## src/rtl/lsd_pkg.sv

```systemverilog
package lsd_pkg;
  // ==========================================
  // Register indices (printed offsets; byte address is four times)
  localparam logic [11:0] IDX_IRQ_ENABLE = 12'h021;
  localparam logic [11:0] IDX_IRQ_STATUS = 12'h025;
  localparam logic [11:0] IDX_TOLERANCE = 12'h034;
  localparam logic [11:0] IDX_CONTROL = 12'h03A;
  localparam logic [11:0] IDX_STATUS = 12'h03B;
  localparam logic [11:0] IDX_SUBCLASS = 12'h301;
  localparam logic [11:0] IDX_MF_DELAY = 12'h304;
  localparam logic [11:0] IDX_BUF_VAR = 12'h306;
  localparam logic [11:0] IDX_LINK_PARAM = 12'h458;
  localparam logic [11:0] IDX_FRAME_CFG = 12'h454;
  // ==========================================
  // Field positions
  localparam int CTL_ENABLE_BIT = 7;
  localparam int CTL_ARM_BIT = 6;
  localparam int CTL_CLEAR_BIT = 5;
  localparam int ST_BUSY_BIT = 7;
  localparam int ST_LOCK_BIT = 3;
  localparam int ST_ROTATE_BIT = 2;
  localparam int ST_WINDOW_BIT = 1;
  localparam int ST_EDGE_BIT = 0;
  localparam int LINK_SUBCLASS_LSB = 5;
  // ==========================================
  // Mode codes and limits
  localparam logic [3:0] MODE_ONE_SHOT = 4'h1;
  localparam logic [3:0] MODE_CONTINUOUS = 4'h2;
  localparam logic [3:0] MODE_MONITOR = 4'h9;
  localparam logic [2:0] SUBCLASS_ZERO = 3'h0;
  localparam logic [2:0] SUBCLASS_ONE = 3'h1;
  localparam logic [7:0] BUF_DELAY_MAX = 8'h0A;
  localparam logic [7:0] OCTETS_ONE = 8'h00;
  localparam logic [7:0] OCTETS_TWO = 8'h01;
  localparam logic [5:0] FRAMES_PER_MF = 6'h20;
  localparam logic [3:0] DAC_PER_FRAME = 4'h4;
  localparam logic [3:0] ROTATE_CYCLES = 4'h8;
  localparam logic [7:0] RESET_ZERO = 8'h00;
  localparam logic [7:0] RESET_TOLERANCE = 8'h00;
  localparam logic [7:0] RESET_LINK_PARAM = 8'h00;
  localparam logic [7:0] RESET_FRAME_CFG = 8'h01;
  localparam logic [31:0] PSLVERR_NONE = 32'h0000_0000;
  typedef enum logic [1:0] {
    LSD_IDLE = 2'b00,
    LSD_WAIT = 2'b01,
    LSD_ROTATE = 2'b11,
    LSD_MONITOR = 2'b10
  } lsd_state_type;
endpackage : lsd_pkg

```

## src/rtl/lsd_delay_line.sv

```systemverilog
`timescale 1ns/1ps
// ==========================================
// Programmable delay of a single pulse, 0..31 enable ticks
module lsd_delay_line
(
  input wire logic core_clk,
  input wire logic reset,
  input wire logic tick,
  input wire logic pulseIn,
  input wire logic [7:0] delaySel,
  output logic pulseOut
);
  logic [31:0] shift_ff;
  logic [31:0] nxt_shift;
  logic pend_ff;
  logic nxt_pend;
  logic pulseAny;
  logic pulseOut_ff;
  logic nxt_pulseOut;
  // A pulse between ticks waits for the next tick, so a slow tick never loses it
  assign pulseAny = pulseIn || pend_ff;
  always_comb
  begin
    nxt_shift = shift_ff;
    nxt_pend = pulseAny && !tick;
    if (tick)
    begin
      nxt_shift = {shift_ff[30:0], pulseAny};
    end
    if (delaySel == 8'h00)
    begin
      nxt_pulseOut = pulseAny && tick;
    end
    else
    begin
      nxt_pulseOut = tick && shift_ff[delaySel[4:0] - 5'h01];
    end
  end
  always_ff @(posedge core_clk)
  begin
    if (reset)
    begin
      shift_ff <= 32'h0000_0000;
      pend_ff <= 1'b0;
      pulseOut_ff <= 1'b0;
    end
    else
    begin
      shift_ff <= nxt_shift;
      pend_ff <= nxt_pend;
      pulseOut_ff <= nxt_pulseOut;
    end
  end
  assign pulseOut = pulseOut_ff;
endmodule : lsd_delay_line

```

## src/rtl/lsd_sync_core.sv

```systemverilog
// The APB register port is this design's own decision.
`timescale 1ns/1ps
// Contract
// - Mode field codes: 1 one-shot, 2 continuous, 9 one-shot then monitor.
// - Tolerance code 0 means half a DAC clock, 1..7 that many clocks.
// - Writing align_enable starts alignment processing.
// - One-shot: align_arm makes the next edge get a phase check.
// - align_in_progress is high while processing, low when idle.
// - phase_aligned_flag set when in phase, refreshed each check.
// - phase_out_of_window tracks error above tolerance each check.
// - clock_rotated_sticky latches on rotation until sticky_clear.
// - edge_seen_sticky latches on each check until sticky_clear.
// - Four events enabled by one register, read and cleared in another.
// - Only Subclass 0 and 1; subclass held in two registers.
// - No link_sync_out error reporting in Subclass 0 with F of one.
// - Local multiframe clock delayed by local_mf_delay frame clocks.
// - Receive buffer delay 0..10 processing clocks from register.
// - frames_per_proc_clock equals four divided by octets per frame.
// - One-shot checks first edge after arming, rotates only if outside window.
// - Continuous checks every edge, ignoring edges during rotation.
// - Monitor aligns once, then only measures later edges.
// - SYSREF active high, sampled on rising device clock.
module lsd_sync_core
(
  input wire logic core_clk,
  input wire logic reset,
  input wire logic psel,
  input wire logic penable,
  input wire logic pwrite,
  input wire logic [13:0] paddr,
  input wire logic [31:0] pwdata,
  output logic [31:0] prdata,
  output logic pready,
  output logic pslverr,
  input wire logic sysrefIn,
  input wire logic linkErrorIn,
  output logic linkSyncOutN,
  output logic localMfClk,
  output logic bufferReadStart,
  output logic alignInProgress
);
  // ==========================================
  // Registers
  logic [7:0] irqEnable_ff, nxt_irqEnable;
  logic [7:0] irqStatus_ff, nxt_irqStatus;
  logic [7:0] tolerance_ff, nxt_tolerance;
  logic [7:0] control_ff, nxt_control;
  logic [7:0] subclass_ff, nxt_subclass;
  logic [7:0] mfDelay_ff, nxt_mfDelay;
  logic [7:0] bufVar_ff, nxt_bufVar;
  logic [7:0] linkParam_ff, nxt_linkParam;
  logic [7:0] frameCfg_ff, nxt_frameCfg;
  logic [31:0] prdata_ff, nxt_prdata;
  logic lock_ff, nxt_lock, window_ff, nxt_window;
  logic rotSticky_ff, nxt_rotSticky, edgeSticky_ff, nxt_edgeSticky;
  lsd_pkg::lsd_state_type state_ff, nxt_state;
  logic [3:0] rotCnt_ff, nxt_rotCnt;
  logic [3:0] dacCnt_ff, nxt_dacCnt;
  logic [4:0] frameCnt_ff, nxt_frameCnt;
  logic [1:0] procCnt_ff, nxt_procCnt;
  logic sysMeta_ff, sysSync_ff, sysPrev_ff;
  logic syncOutN_ff, nxt_syncOutN;
  logic [11:0] regIdx;
  logic wrEn, rdEn, clearStky, sysEdge, alignEdge, checkNow, rotateNow;
  logic [3:0] phaseErr;
  logic [6:0] mfPos, mfDist;
  logic outOfWindow, inPhase, frameTick, procTick, mfEdge, errReport;
  logic [3:0] events;
  assign regIdx = paddr[13:2];
  assign wrEn = psel && penable && pwrite;
  assign rdEn = psel && !penable && !pwrite;
  assign pready = 1'b1;
  assign pslverr = 1'b0;
  // ==========================================
  // SYSREF input: two flops, then rising-edge detect
  always_ff @(posedge core_clk)
  begin
    if (reset)
    begin
      sysMeta_ff <= 1'b0;
      sysSync_ff <= 1'b0;
      sysPrev_ff <= 1'b0;
    end
    else
    begin
      sysMeta_ff <= sysrefIn;
      sysSync_ff <= sysMeta_ff;
      sysPrev_ff <= sysSync_ff;
    end
  end
  assign sysEdge = sysSync_ff && !sysPrev_ff;
  // ==========================================
  // Frame and processing clock enables
  assign frameTick = (dacCnt_ff == lsd_pkg::DAC_PER_FRAME - 4'h1);
  // One processing clock covers 4/F frames, so F octets-1 selects the stride
  assign procTick = frameTick && (procCnt_ff == (frameCfg_ff == lsd_pkg::OCTETS_ONE ? 2'h3 :
                    frameCfg_ff == lsd_pkg::OCTETS_TWO ? 2'h1 : 2'h0));
  assign mfEdge = frameTick && (frameCnt_ff == 5'h1F);
  // Subclass 0 aligns to the internal processing clock
  assign alignEdge = (subclass_ff[2:0] == lsd_pkg::SUBCLASS_ONE) ? sysEdge : procTick;
  // Phase error in DAC clocks from the nearest multiframe boundary, saturated
  assign mfPos = {frameCnt_ff, dacCnt_ff[1:0]};
  assign mfDist = mfPos[6] ? (7'h00 - mfPos) : mfPos;
  assign phaseErr = (mfDist > 7'h0F) ? 4'hF : mfDist[3:0];
  assign inPhase = (frameCnt_ff == 5'h00) && (dacCnt_ff == 4'h0);
  // Code zero allows half a clock, so only exact phase passes
  assign outOfWindow = (tolerance_ff[2:0] == 3'h0) ? !inPhase : (phaseErr > {1'b0, tolerance_ff[2:0]});
  // ==========================================
  // Alignment sequencer
  always_comb
  begin
    nxt_state = state_ff;
    checkNow = 1'b0;
    rotateNow = 1'b0;
    nxt_rotCnt = rotCnt_ff;
    if (!control_ff[lsd_pkg::CTL_ENABLE_BIT])
    begin
      nxt_state = lsd_pkg::LSD_IDLE;
    end
    else
    begin
      case (state_ff)
        lsd_pkg::LSD_IDLE:
        begin
          if (control_ff[3:0] == lsd_pkg::MODE_CONTINUOUS)
          begin
            nxt_state = lsd_pkg::LSD_WAIT;
          end
          else if (control_ff[lsd_pkg::CTL_ARM_BIT] &&
                   (control_ff[3:0] == lsd_pkg::MODE_ONE_SHOT ||
                    control_ff[3:0] == lsd_pkg::MODE_MONITOR))
          begin
            nxt_state = lsd_pkg::LSD_WAIT;
          end
        end
        lsd_pkg::LSD_WAIT:
        begin
          if (alignEdge)
          begin
            checkNow = 1'b1;
            if (outOfWindow)
            begin
              rotateNow = 1'b1;
              nxt_rotCnt = lsd_pkg::ROTATE_CYCLES;
              nxt_state = lsd_pkg::LSD_ROTATE;
            end
            else if (control_ff[3:0] == lsd_pkg::MODE_MONITOR)
            begin
              nxt_state = lsd_pkg::LSD_MONITOR;
            end
            else if (control_ff[3:0] != lsd_pkg::MODE_CONTINUOUS)
            begin
              nxt_state = lsd_pkg::LSD_IDLE;
            end
          end
        end
        lsd_pkg::LSD_ROTATE:
        begin
          // Edges arriving here are dropped
          nxt_rotCnt = rotCnt_ff - 4'h1;
          if (rotCnt_ff == 4'h1)
          begin
            nxt_state = (control_ff[3:0] == lsd_pkg::MODE_CONTINUOUS) ? lsd_pkg::LSD_WAIT :
                        (control_ff[3:0] == lsd_pkg::MODE_MONITOR) ? lsd_pkg::LSD_MONITOR :
                        lsd_pkg::LSD_IDLE;
          end
        end
        lsd_pkg::LSD_MONITOR:
        begin
          checkNow = alignEdge;
        end
        default:
        begin
          nxt_state = lsd_pkg::LSD_IDLE;
        end
      endcase
    end
  end
  // Monitor keeps reporting but is not busy adjusting
  assign alignInProgress = (state_ff == lsd_pkg::LSD_WAIT) || (state_ff == lsd_pkg::LSD_ROTATE);
  // ==========================================
  // Counters: rotation restarts the local phase at a boundary
  always_comb
  begin
    nxt_dacCnt = frameTick ? 4'h0 : dacCnt_ff + 4'h1;
    nxt_frameCnt = frameTick ? frameCnt_ff + 5'h01 : frameCnt_ff;
    nxt_procCnt = procTick ? 2'h0 : (frameTick ? procCnt_ff + 2'h1 : procCnt_ff);
    if (rotateNow)
    begin
      nxt_dacCnt = 4'h1;
      nxt_frameCnt = 5'h00;
      nxt_procCnt = 2'h0;
    end
  end
  // ==========================================
  // Status flags
  always_comb
  begin
    clearStky = wrEn && (regIdx == lsd_pkg::IDX_CONTROL) && pwdata[lsd_pkg::CTL_CLEAR_BIT];
    nxt_lock = checkNow ? !outOfWindow || (state_ff == lsd_pkg::LSD_WAIT && !outOfWindow) : lock_ff;
    if (rotateNow)
    begin
      nxt_lock = 1'b1;
    end
    nxt_window = checkNow ? outOfWindow : window_ff;
    nxt_rotSticky = (rotSticky_ff && !clearStky) || rotateNow;
    nxt_edgeSticky = (edgeSticky_ff && !clearStky) || checkNow;
  end
  assign events = {nxt_lock && !lock_ff, rotateNow, checkNow, checkNow && outOfWindow};
  // ==========================================
  // Link sync error reporting
  assign errReport = !((subclass_ff[2:0] == lsd_pkg::SUBCLASS_ZERO) &&
                       (frameCfg_ff == lsd_pkg::OCTETS_ONE));
  assign nxt_syncOutN = !(linkErrorIn && errReport);
  // ==========================================
  // APB register file
  always_comb
  begin
    nxt_irqEnable = irqEnable_ff;
    nxt_tolerance = tolerance_ff;
    nxt_control = control_ff;
    nxt_subclass = subclass_ff;
    nxt_mfDelay = mfDelay_ff;
    nxt_bufVar = bufVar_ff;
    nxt_linkParam = linkParam_ff;
    nxt_frameCfg = frameCfg_ff;
    nxt_irqStatus = irqStatus_ff;
    if (state_ff == lsd_pkg::LSD_WAIT && alignEdge)
    begin
      nxt_control[lsd_pkg::CTL_ARM_BIT] = 1'b0;
    end
    nxt_control[lsd_pkg::CTL_CLEAR_BIT] = 1'b0;
    if (wrEn)
    begin
      case (regIdx)
        lsd_pkg::IDX_IRQ_ENABLE: nxt_irqEnable = {4'h0, pwdata[3:0]};
        lsd_pkg::IDX_IRQ_STATUS: nxt_irqStatus = irqStatus_ff & ~pwdata[7:0];
        lsd_pkg::IDX_TOLERANCE: nxt_tolerance = {5'h00, pwdata[2:0]};
        lsd_pkg::IDX_CONTROL: nxt_control = {pwdata[7:6], 1'b0, 1'b0, pwdata[3:0]};
        lsd_pkg::IDX_SUBCLASS: nxt_subclass = {5'h00, pwdata[2:0]};
        lsd_pkg::IDX_MF_DELAY: nxt_mfDelay = pwdata[7:0];
        lsd_pkg::IDX_BUF_VAR: nxt_bufVar = (pwdata[7:0] > lsd_pkg::BUF_DELAY_MAX) ?
                                lsd_pkg::BUF_DELAY_MAX : pwdata[7:0];
        lsd_pkg::IDX_LINK_PARAM: nxt_linkParam = pwdata[7:0];
        lsd_pkg::IDX_FRAME_CFG: nxt_frameCfg = pwdata[7:0];
        default: nxt_irqEnable = irqEnable_ff;
      endcase
    end
    // Set wins over the write-one clear
    nxt_irqStatus = nxt_irqStatus | {4'h0, events & irqEnable_ff[3:0]};
    nxt_prdata = prdata_ff;
    if (rdEn)
    begin
      case (regIdx)
        lsd_pkg::IDX_IRQ_ENABLE: nxt_prdata = {24'h0, irqEnable_ff};
        lsd_pkg::IDX_IRQ_STATUS: nxt_prdata = {24'h0, irqStatus_ff};
        lsd_pkg::IDX_TOLERANCE: nxt_prdata = {24'h0, tolerance_ff};
        lsd_pkg::IDX_CONTROL: nxt_prdata = {24'h0, control_ff};
        lsd_pkg::IDX_STATUS: nxt_prdata = {24'h0, alignInProgress, 3'h0, lock_ff,
                                           rotSticky_ff, window_ff, edgeSticky_ff};
        lsd_pkg::IDX_SUBCLASS: nxt_prdata = {24'h0, subclass_ff};
        lsd_pkg::IDX_MF_DELAY: nxt_prdata = {24'h0, mfDelay_ff};
        lsd_pkg::IDX_BUF_VAR: nxt_prdata = {24'h0, bufVar_ff};
        lsd_pkg::IDX_LINK_PARAM: nxt_prdata = {24'h0, linkParam_ff};
        lsd_pkg::IDX_FRAME_CFG: nxt_prdata = {24'h0, frameCfg_ff};
        default: nxt_prdata = lsd_pkg::PSLVERR_NONE;
      endcase
    end
  end
  always_ff @(posedge core_clk)
  begin
    if (reset)
    begin
      irqEnable_ff <= lsd_pkg::RESET_ZERO;
      irqStatus_ff <= lsd_pkg::RESET_ZERO;
      tolerance_ff <= lsd_pkg::RESET_TOLERANCE;
      control_ff <= lsd_pkg::RESET_ZERO;
      subclass_ff <= lsd_pkg::RESET_ZERO;
      mfDelay_ff <= lsd_pkg::RESET_ZERO;
      bufVar_ff <= lsd_pkg::RESET_ZERO;
      linkParam_ff <= lsd_pkg::RESET_LINK_PARAM;
      frameCfg_ff <= lsd_pkg::RESET_FRAME_CFG;
      prdata_ff <= 32'h0000_0000;
      lock_ff <= 1'b0;
      window_ff <= 1'b0;
      rotSticky_ff <= 1'b0;
      edgeSticky_ff <= 1'b0;
      state_ff <= lsd_pkg::LSD_IDLE;
      rotCnt_ff <= 4'h0;
      dacCnt_ff <= 4'h0;
      frameCnt_ff <= 5'h00;
      procCnt_ff <= 2'h0;
      syncOutN_ff <= 1'b1;
    end
    else
    begin
      irqEnable_ff <= nxt_irqEnable;
      irqStatus_ff <= nxt_irqStatus;
      tolerance_ff <= nxt_tolerance;
      control_ff <= nxt_control;
      subclass_ff <= nxt_subclass;
      mfDelay_ff <= nxt_mfDelay;
      bufVar_ff <= nxt_bufVar;
      linkParam_ff <= nxt_linkParam;
      frameCfg_ff <= nxt_frameCfg;
      prdata_ff <= nxt_prdata;
      lock_ff <= nxt_lock;
      window_ff <= nxt_window;
      rotSticky_ff <= nxt_rotSticky;
      edgeSticky_ff <= nxt_edgeSticky;
      state_ff <= nxt_state;
      rotCnt_ff <= nxt_rotCnt;
      dacCnt_ff <= nxt_dacCnt;
      frameCnt_ff <= nxt_frameCnt;
      procCnt_ff <= nxt_procCnt;
      syncOutN_ff <= nxt_syncOutN;
    end
  end
  assign prdata = prdata_ff;
  assign linkSyncOutN = syncOutN_ff;
  // ==========================================
  // Local multiframe clock and buffer release
  lsd_delay_line uMfDelay
  (
    .core_clk(core_clk),
    .reset(reset),
    .tick(frameTick),
    .pulseIn(mfEdge),
    .delaySel({3'h0, mfDelay_ff[4:0]}),
    .pulseOut(localMfClk)
  );
  lsd_delay_line uBufDelay
  (
    .core_clk(core_clk),
    .reset(reset),
    .tick(procTick),
    .pulseIn(localMfClk),
    .delaySel(bufVar_ff),
    .pulseOut(bufferReadStart)
  );
  // ==========================================
  // Checks
  a_sticky_set_wins: assert property (@(posedge core_clk) disable iff (reset)
    checkNow |=> edgeSticky_ff) else $error("edge sticky not set");
  a_rotate_sticky: assert property (@(posedge core_clk) disable iff (reset)
    rotateNow |=> rotSticky_ff) else $error("rotate sticky not set");
  a_window_flag: assert property (@(posedge core_clk) disable iff (reset)
    checkNow |=> window_ff == $past(outOfWindow)) else $error("window flag wrong");
  a_rotate_busy: assert property (@(posedge core_clk) disable iff (reset)
    rotateNow |=> alignInProgress [*7]) else $error("busy dropped in rotation");
  a_no_rotate_monitor: assert property (@(posedge core_clk) disable iff (reset)
    (state_ff == lsd_pkg::LSD_MONITOR) && !frameTick |=> dacCnt_ff == $past(dacCnt_ff) + 4'h1)
    else $error("monitor rotated");
  a_sync_mask: assert property (@(posedge core_clk) disable iff (reset)
    !errReport |=> linkSyncOutN) else $error("sync error reported");
  a_buf_limit: assert property (@(posedge core_clk) disable iff (reset)
    bufVar_ff <= lsd_pkg::BUF_DELAY_MAX) else $error("buffer delay over limit");
  a_stky_clear: assert property (@(posedge core_clk) disable iff (reset)
    clearStky && !checkNow |=> !edgeSticky_ff) else $error("sticky not cleared");
endmodule : lsd_sync_core

```

## config.mk

```make
export PLATFORM = sky130hd
export DESIGN_NAME = lsd_sync_core
export DESIGN_NICKNAME = d
export VERILOG_FILES = /design/src/rtl/lsd_pkg.sv /design/src/rtl/lsd_delay_line.sv /design/src/rtl/lsd_sync_core.sv
export SDC_FILE = /design/constraint.sdc
export NUM_CORES = 1
export LEC_CHECK = 0
export ABC_CLOCK_PERIOD_IN_PS = 3700
export BUFFER_PORTS_ARGS = -buffer_cell sky130_fd_sc_hd__buf_2
export CAP_MARGIN = 20
export CORE_UTILIZATION = 59
export CTS_CLUSTER_DIAMETER = 30
export CTS_CLUSTER_SIZE = 8
export DETAILED_ROUTE_END_ITERATION = 10
export PLACE_DENSITY = 0.81
export SLEW_MARGIN = 30
export SYNTH_ARGS = -nofsm -noshare
export SYNTH_HDL_FRONTEND = slang
export SYNTH_HIERARCHICAL = 1
export SYNTH_SLANG_ARGS = --single-unit
```

## constraint.sdc

```tcl
create_clock -name core_clk -period 3.7 [get_ports core_clk]
set_clock_uncertainty 0.1 [all_clocks]
set_input_delay 0.185 -clock core_clk [delete_from_list [all_inputs] [get_ports core_clk]]
set_output_delay 0.185 -clock core_clk [all_outputs]
set_load 0.005 [all_outputs]
```

==> reports/metrics.cfg <==
[finish]
final_common_cell=dfxtp_1
syn2layout_area_growth_pct=10.3
most-common-layout-cells=dfxtp_1, nor2_1, mux2i_1
nFillCells=1085
nets=984
final_area_um2=8750
drive_gt1_share_pct=13.5
post-route-util_pct=66.3
n_antenna_cell=0

[die]
ioPinCount=91
coreArea_um2=13200
die-height_um=118
die_area_um2=13900
die_w_um=118
rows=42
start_util_pct=60.2

[worst_setup_path]
critPathTopFamily=simple AND/OR/NAND/NOR gates
worst_setup_path_start_kind=flop
crit_path_frequent_cell=nand2_1
crit_buf_inv=1
critPathCaptureType=flop
path_class=reg2reg
cp_slowest_cell=nand2_1
path_max_fanout=10
path_cells=inv_1 -> ha_1 -> nand2_1 -> nor2_1 -> a21oi_1 -> o21ai_0 -> o211ai_1 -> ha_1 -> nand3b_1 -> nand2_1 -> a31oi_1 -> o21ai_1 -> nand3_1 -> nand2_1 -> nor3_1
worstPathArrival_ns=3.46
max_stage_delay_ns=0.38
critPathRequiredTime_ns=3.90

[pwr]
ir_drop_uv=351
powerDensity_nw_per_um2=416
p_leak_nw=3.22
power_mw=3.64

[grt]
grt_max_degree=87
grt_usage_pct=25.7
grt_overflow=0
antenna_found_initial=0
grt_pass1_wl_um=28600
first_global_vias=5820

[route]
drtIter0Drc=532
ant_nets=0
vias=6310
routedWlPerCell_um=15.7
wl_um=17300
drt_first_pass_iters=5
drc=0
viasPerCell=5.73

[timing]
finalSetupViolCount=0
hold_ws_ns=0.0340
hold_violations=0
fmax_ghz=0.307
rsz0062_at_grt=no
fin_tns_setup_ns=0
period_share_pct=88.2
relSlewSlack_pct=42.1
tightest_slew_ns=0.869
fin_crit_ns=3.26
slew_violations=0

[clock_network]
cts_made_buffers=17
clk_latency_ns=0.44
clock-sinks=157
path_clk_slew_ns=0.06
cts_htree_levels=4
cts_setup_buffers=0
cts_root_buf=clkbuf_16
max-clock-path-buffers=2
cts_tree=built

[synthesis]
avgSynthCellArea_um2=8.91
synth_top_area_share_pct=39.6
synth_area_leaders=dfxtp_1, mux2i_1, nor2_1
synthFlopType=dfxtp_1
syn_area_um2=7940
yosysTopAreaCell=dfxtp_1
ys_seq_area_share_pct=39.6
yosysWarnings=6
synth_edf_count=0
ys_seq_elements=157
syn_inst=891
async_flop_share_pct=0
synth_cell_types=69

[run_status]
status=finished, final reports clean

[placed_design]
dpl_cell_area_um2=8100
gp_congestion=0.930
place.port_buffers=38
dp_hpwl_um=11500

[worst_hold_path]
hold_class=in2reg

[run]
cap_violations=0

-- routing by layer --
layer  track usage [%]  wire length (um)
met1              33.6              7890
met2              40.9              8180
met3              6.25               853
met4              10.0               352
met5                 0                 0
-- layout make-up --
class,count,area [um2],area share (%)
multi-input cells,666,4420,50.5
flip-flops and latches,157,3140,35.9
clock buffers,21,470,5.38
repair buffers,51,305,3.49
well taps,176,220,2.52
clock inverters,11,116,1.33
inverters,20,75.1,0.858
-- stage by stage --
stage                     std cells  worst slack, ns
final                          1102            0.438
after floorplan                 918            0.871
after global routing           1102            0.181
after detailed placement       1064            0.503
after CTS                      1102            0.475
after global placement         1064            0.536
-- kinds of logic (layout without fill, tap and decap cells) --
kind of cell | Yosys count | count (layout) | synth area share (%)
AOI/OAI and AO/OA | 119 | 119 | 9.51
xor gates and xnor gates | 17 | 17 | 1.88
adders and majority gates | 18 | 18 | 2.84
buffers and inverters | 95 | 103 | 6.45
DFF | 157 | 157 | 39.6
muxes | 137 | 137 | 18.4
other | 2 | 29 | 0.0946
and+or+nand+nor | 346 | 346 | 21.2
-- worst paths after layout --
kind                   start         endpoint  slack [ns]  cells after the start
max reg2reg   frameCnt_ff[1]    procCnt_ff[1]        0.44                     15
max           frameCnt_ff[1]    procCnt_ff[1]        0.44                     15
min                pwdata[3]    mfDelay_ff[3]        0.03                      3
min reg2reg  irqStatus_ff[5]  irqStatus_ff[5]        0.33                      2
-- tightest hold or removal path, cell delays in order --
cell	delay, ns
buf_2	0.17
nand2_1	0.09
a21oi_1	0.07
-- report_power, final --
part	switching (mW)	internal [mW]	leakage, nW	total, mW
Combinational	0.127	0.0704	1.67	0.198
Clock	0.693	1.04	0.285	1.73
Sequential	0.00978	1.70	1.27	1.71
-- state kept, by name, summed over array words and instances, names as in the netlist, 2 cells and up --
| name | count |
|---|---|
| irqEnable_ff | 4 |
| linkParam_ff | 8 |
| irqStatus_ff | 8 |
| subclass_ff | 3 |
| prdata | 8 |
| bufVar_ff | 8 |
| state_ff | 2 |
| tolerance_ff | 3 |
| frameCfg_ff | 8 |
| uBufDelay/shift_ff | 32 |
| procCnt_ff | 2 |
| frameCnt_ff | 5 |
| rotCnt_ff | 4 |
| control_ff | 6 |
| dacCnt_ff | 4 |
| uMfDelay/shift_ff | 32 |
| mfDelay_ff | 8 |
-- what timing repair did --
action / 4_1_cts / 5_1_grt
hold endpoints to repair: 14 / 0
hold buffers: 6 / 0
setup endpoints to repair: 0 / 0
resized for setup: 0 / 0
-- Yosys cell counts (all sizes together) (12+ instances only) --
library cell and number:
dfxtp 157, nor3 24, xor2 12, nand3 12, mux2 27, o21ai 18
ha 18, clkbuf 31, inv 20, nand2 81, nor2 146, mux2i 106
a21oi 41, o22ai 15, buf 44
No activity file was read; power rests on OpenSTA's default activity.
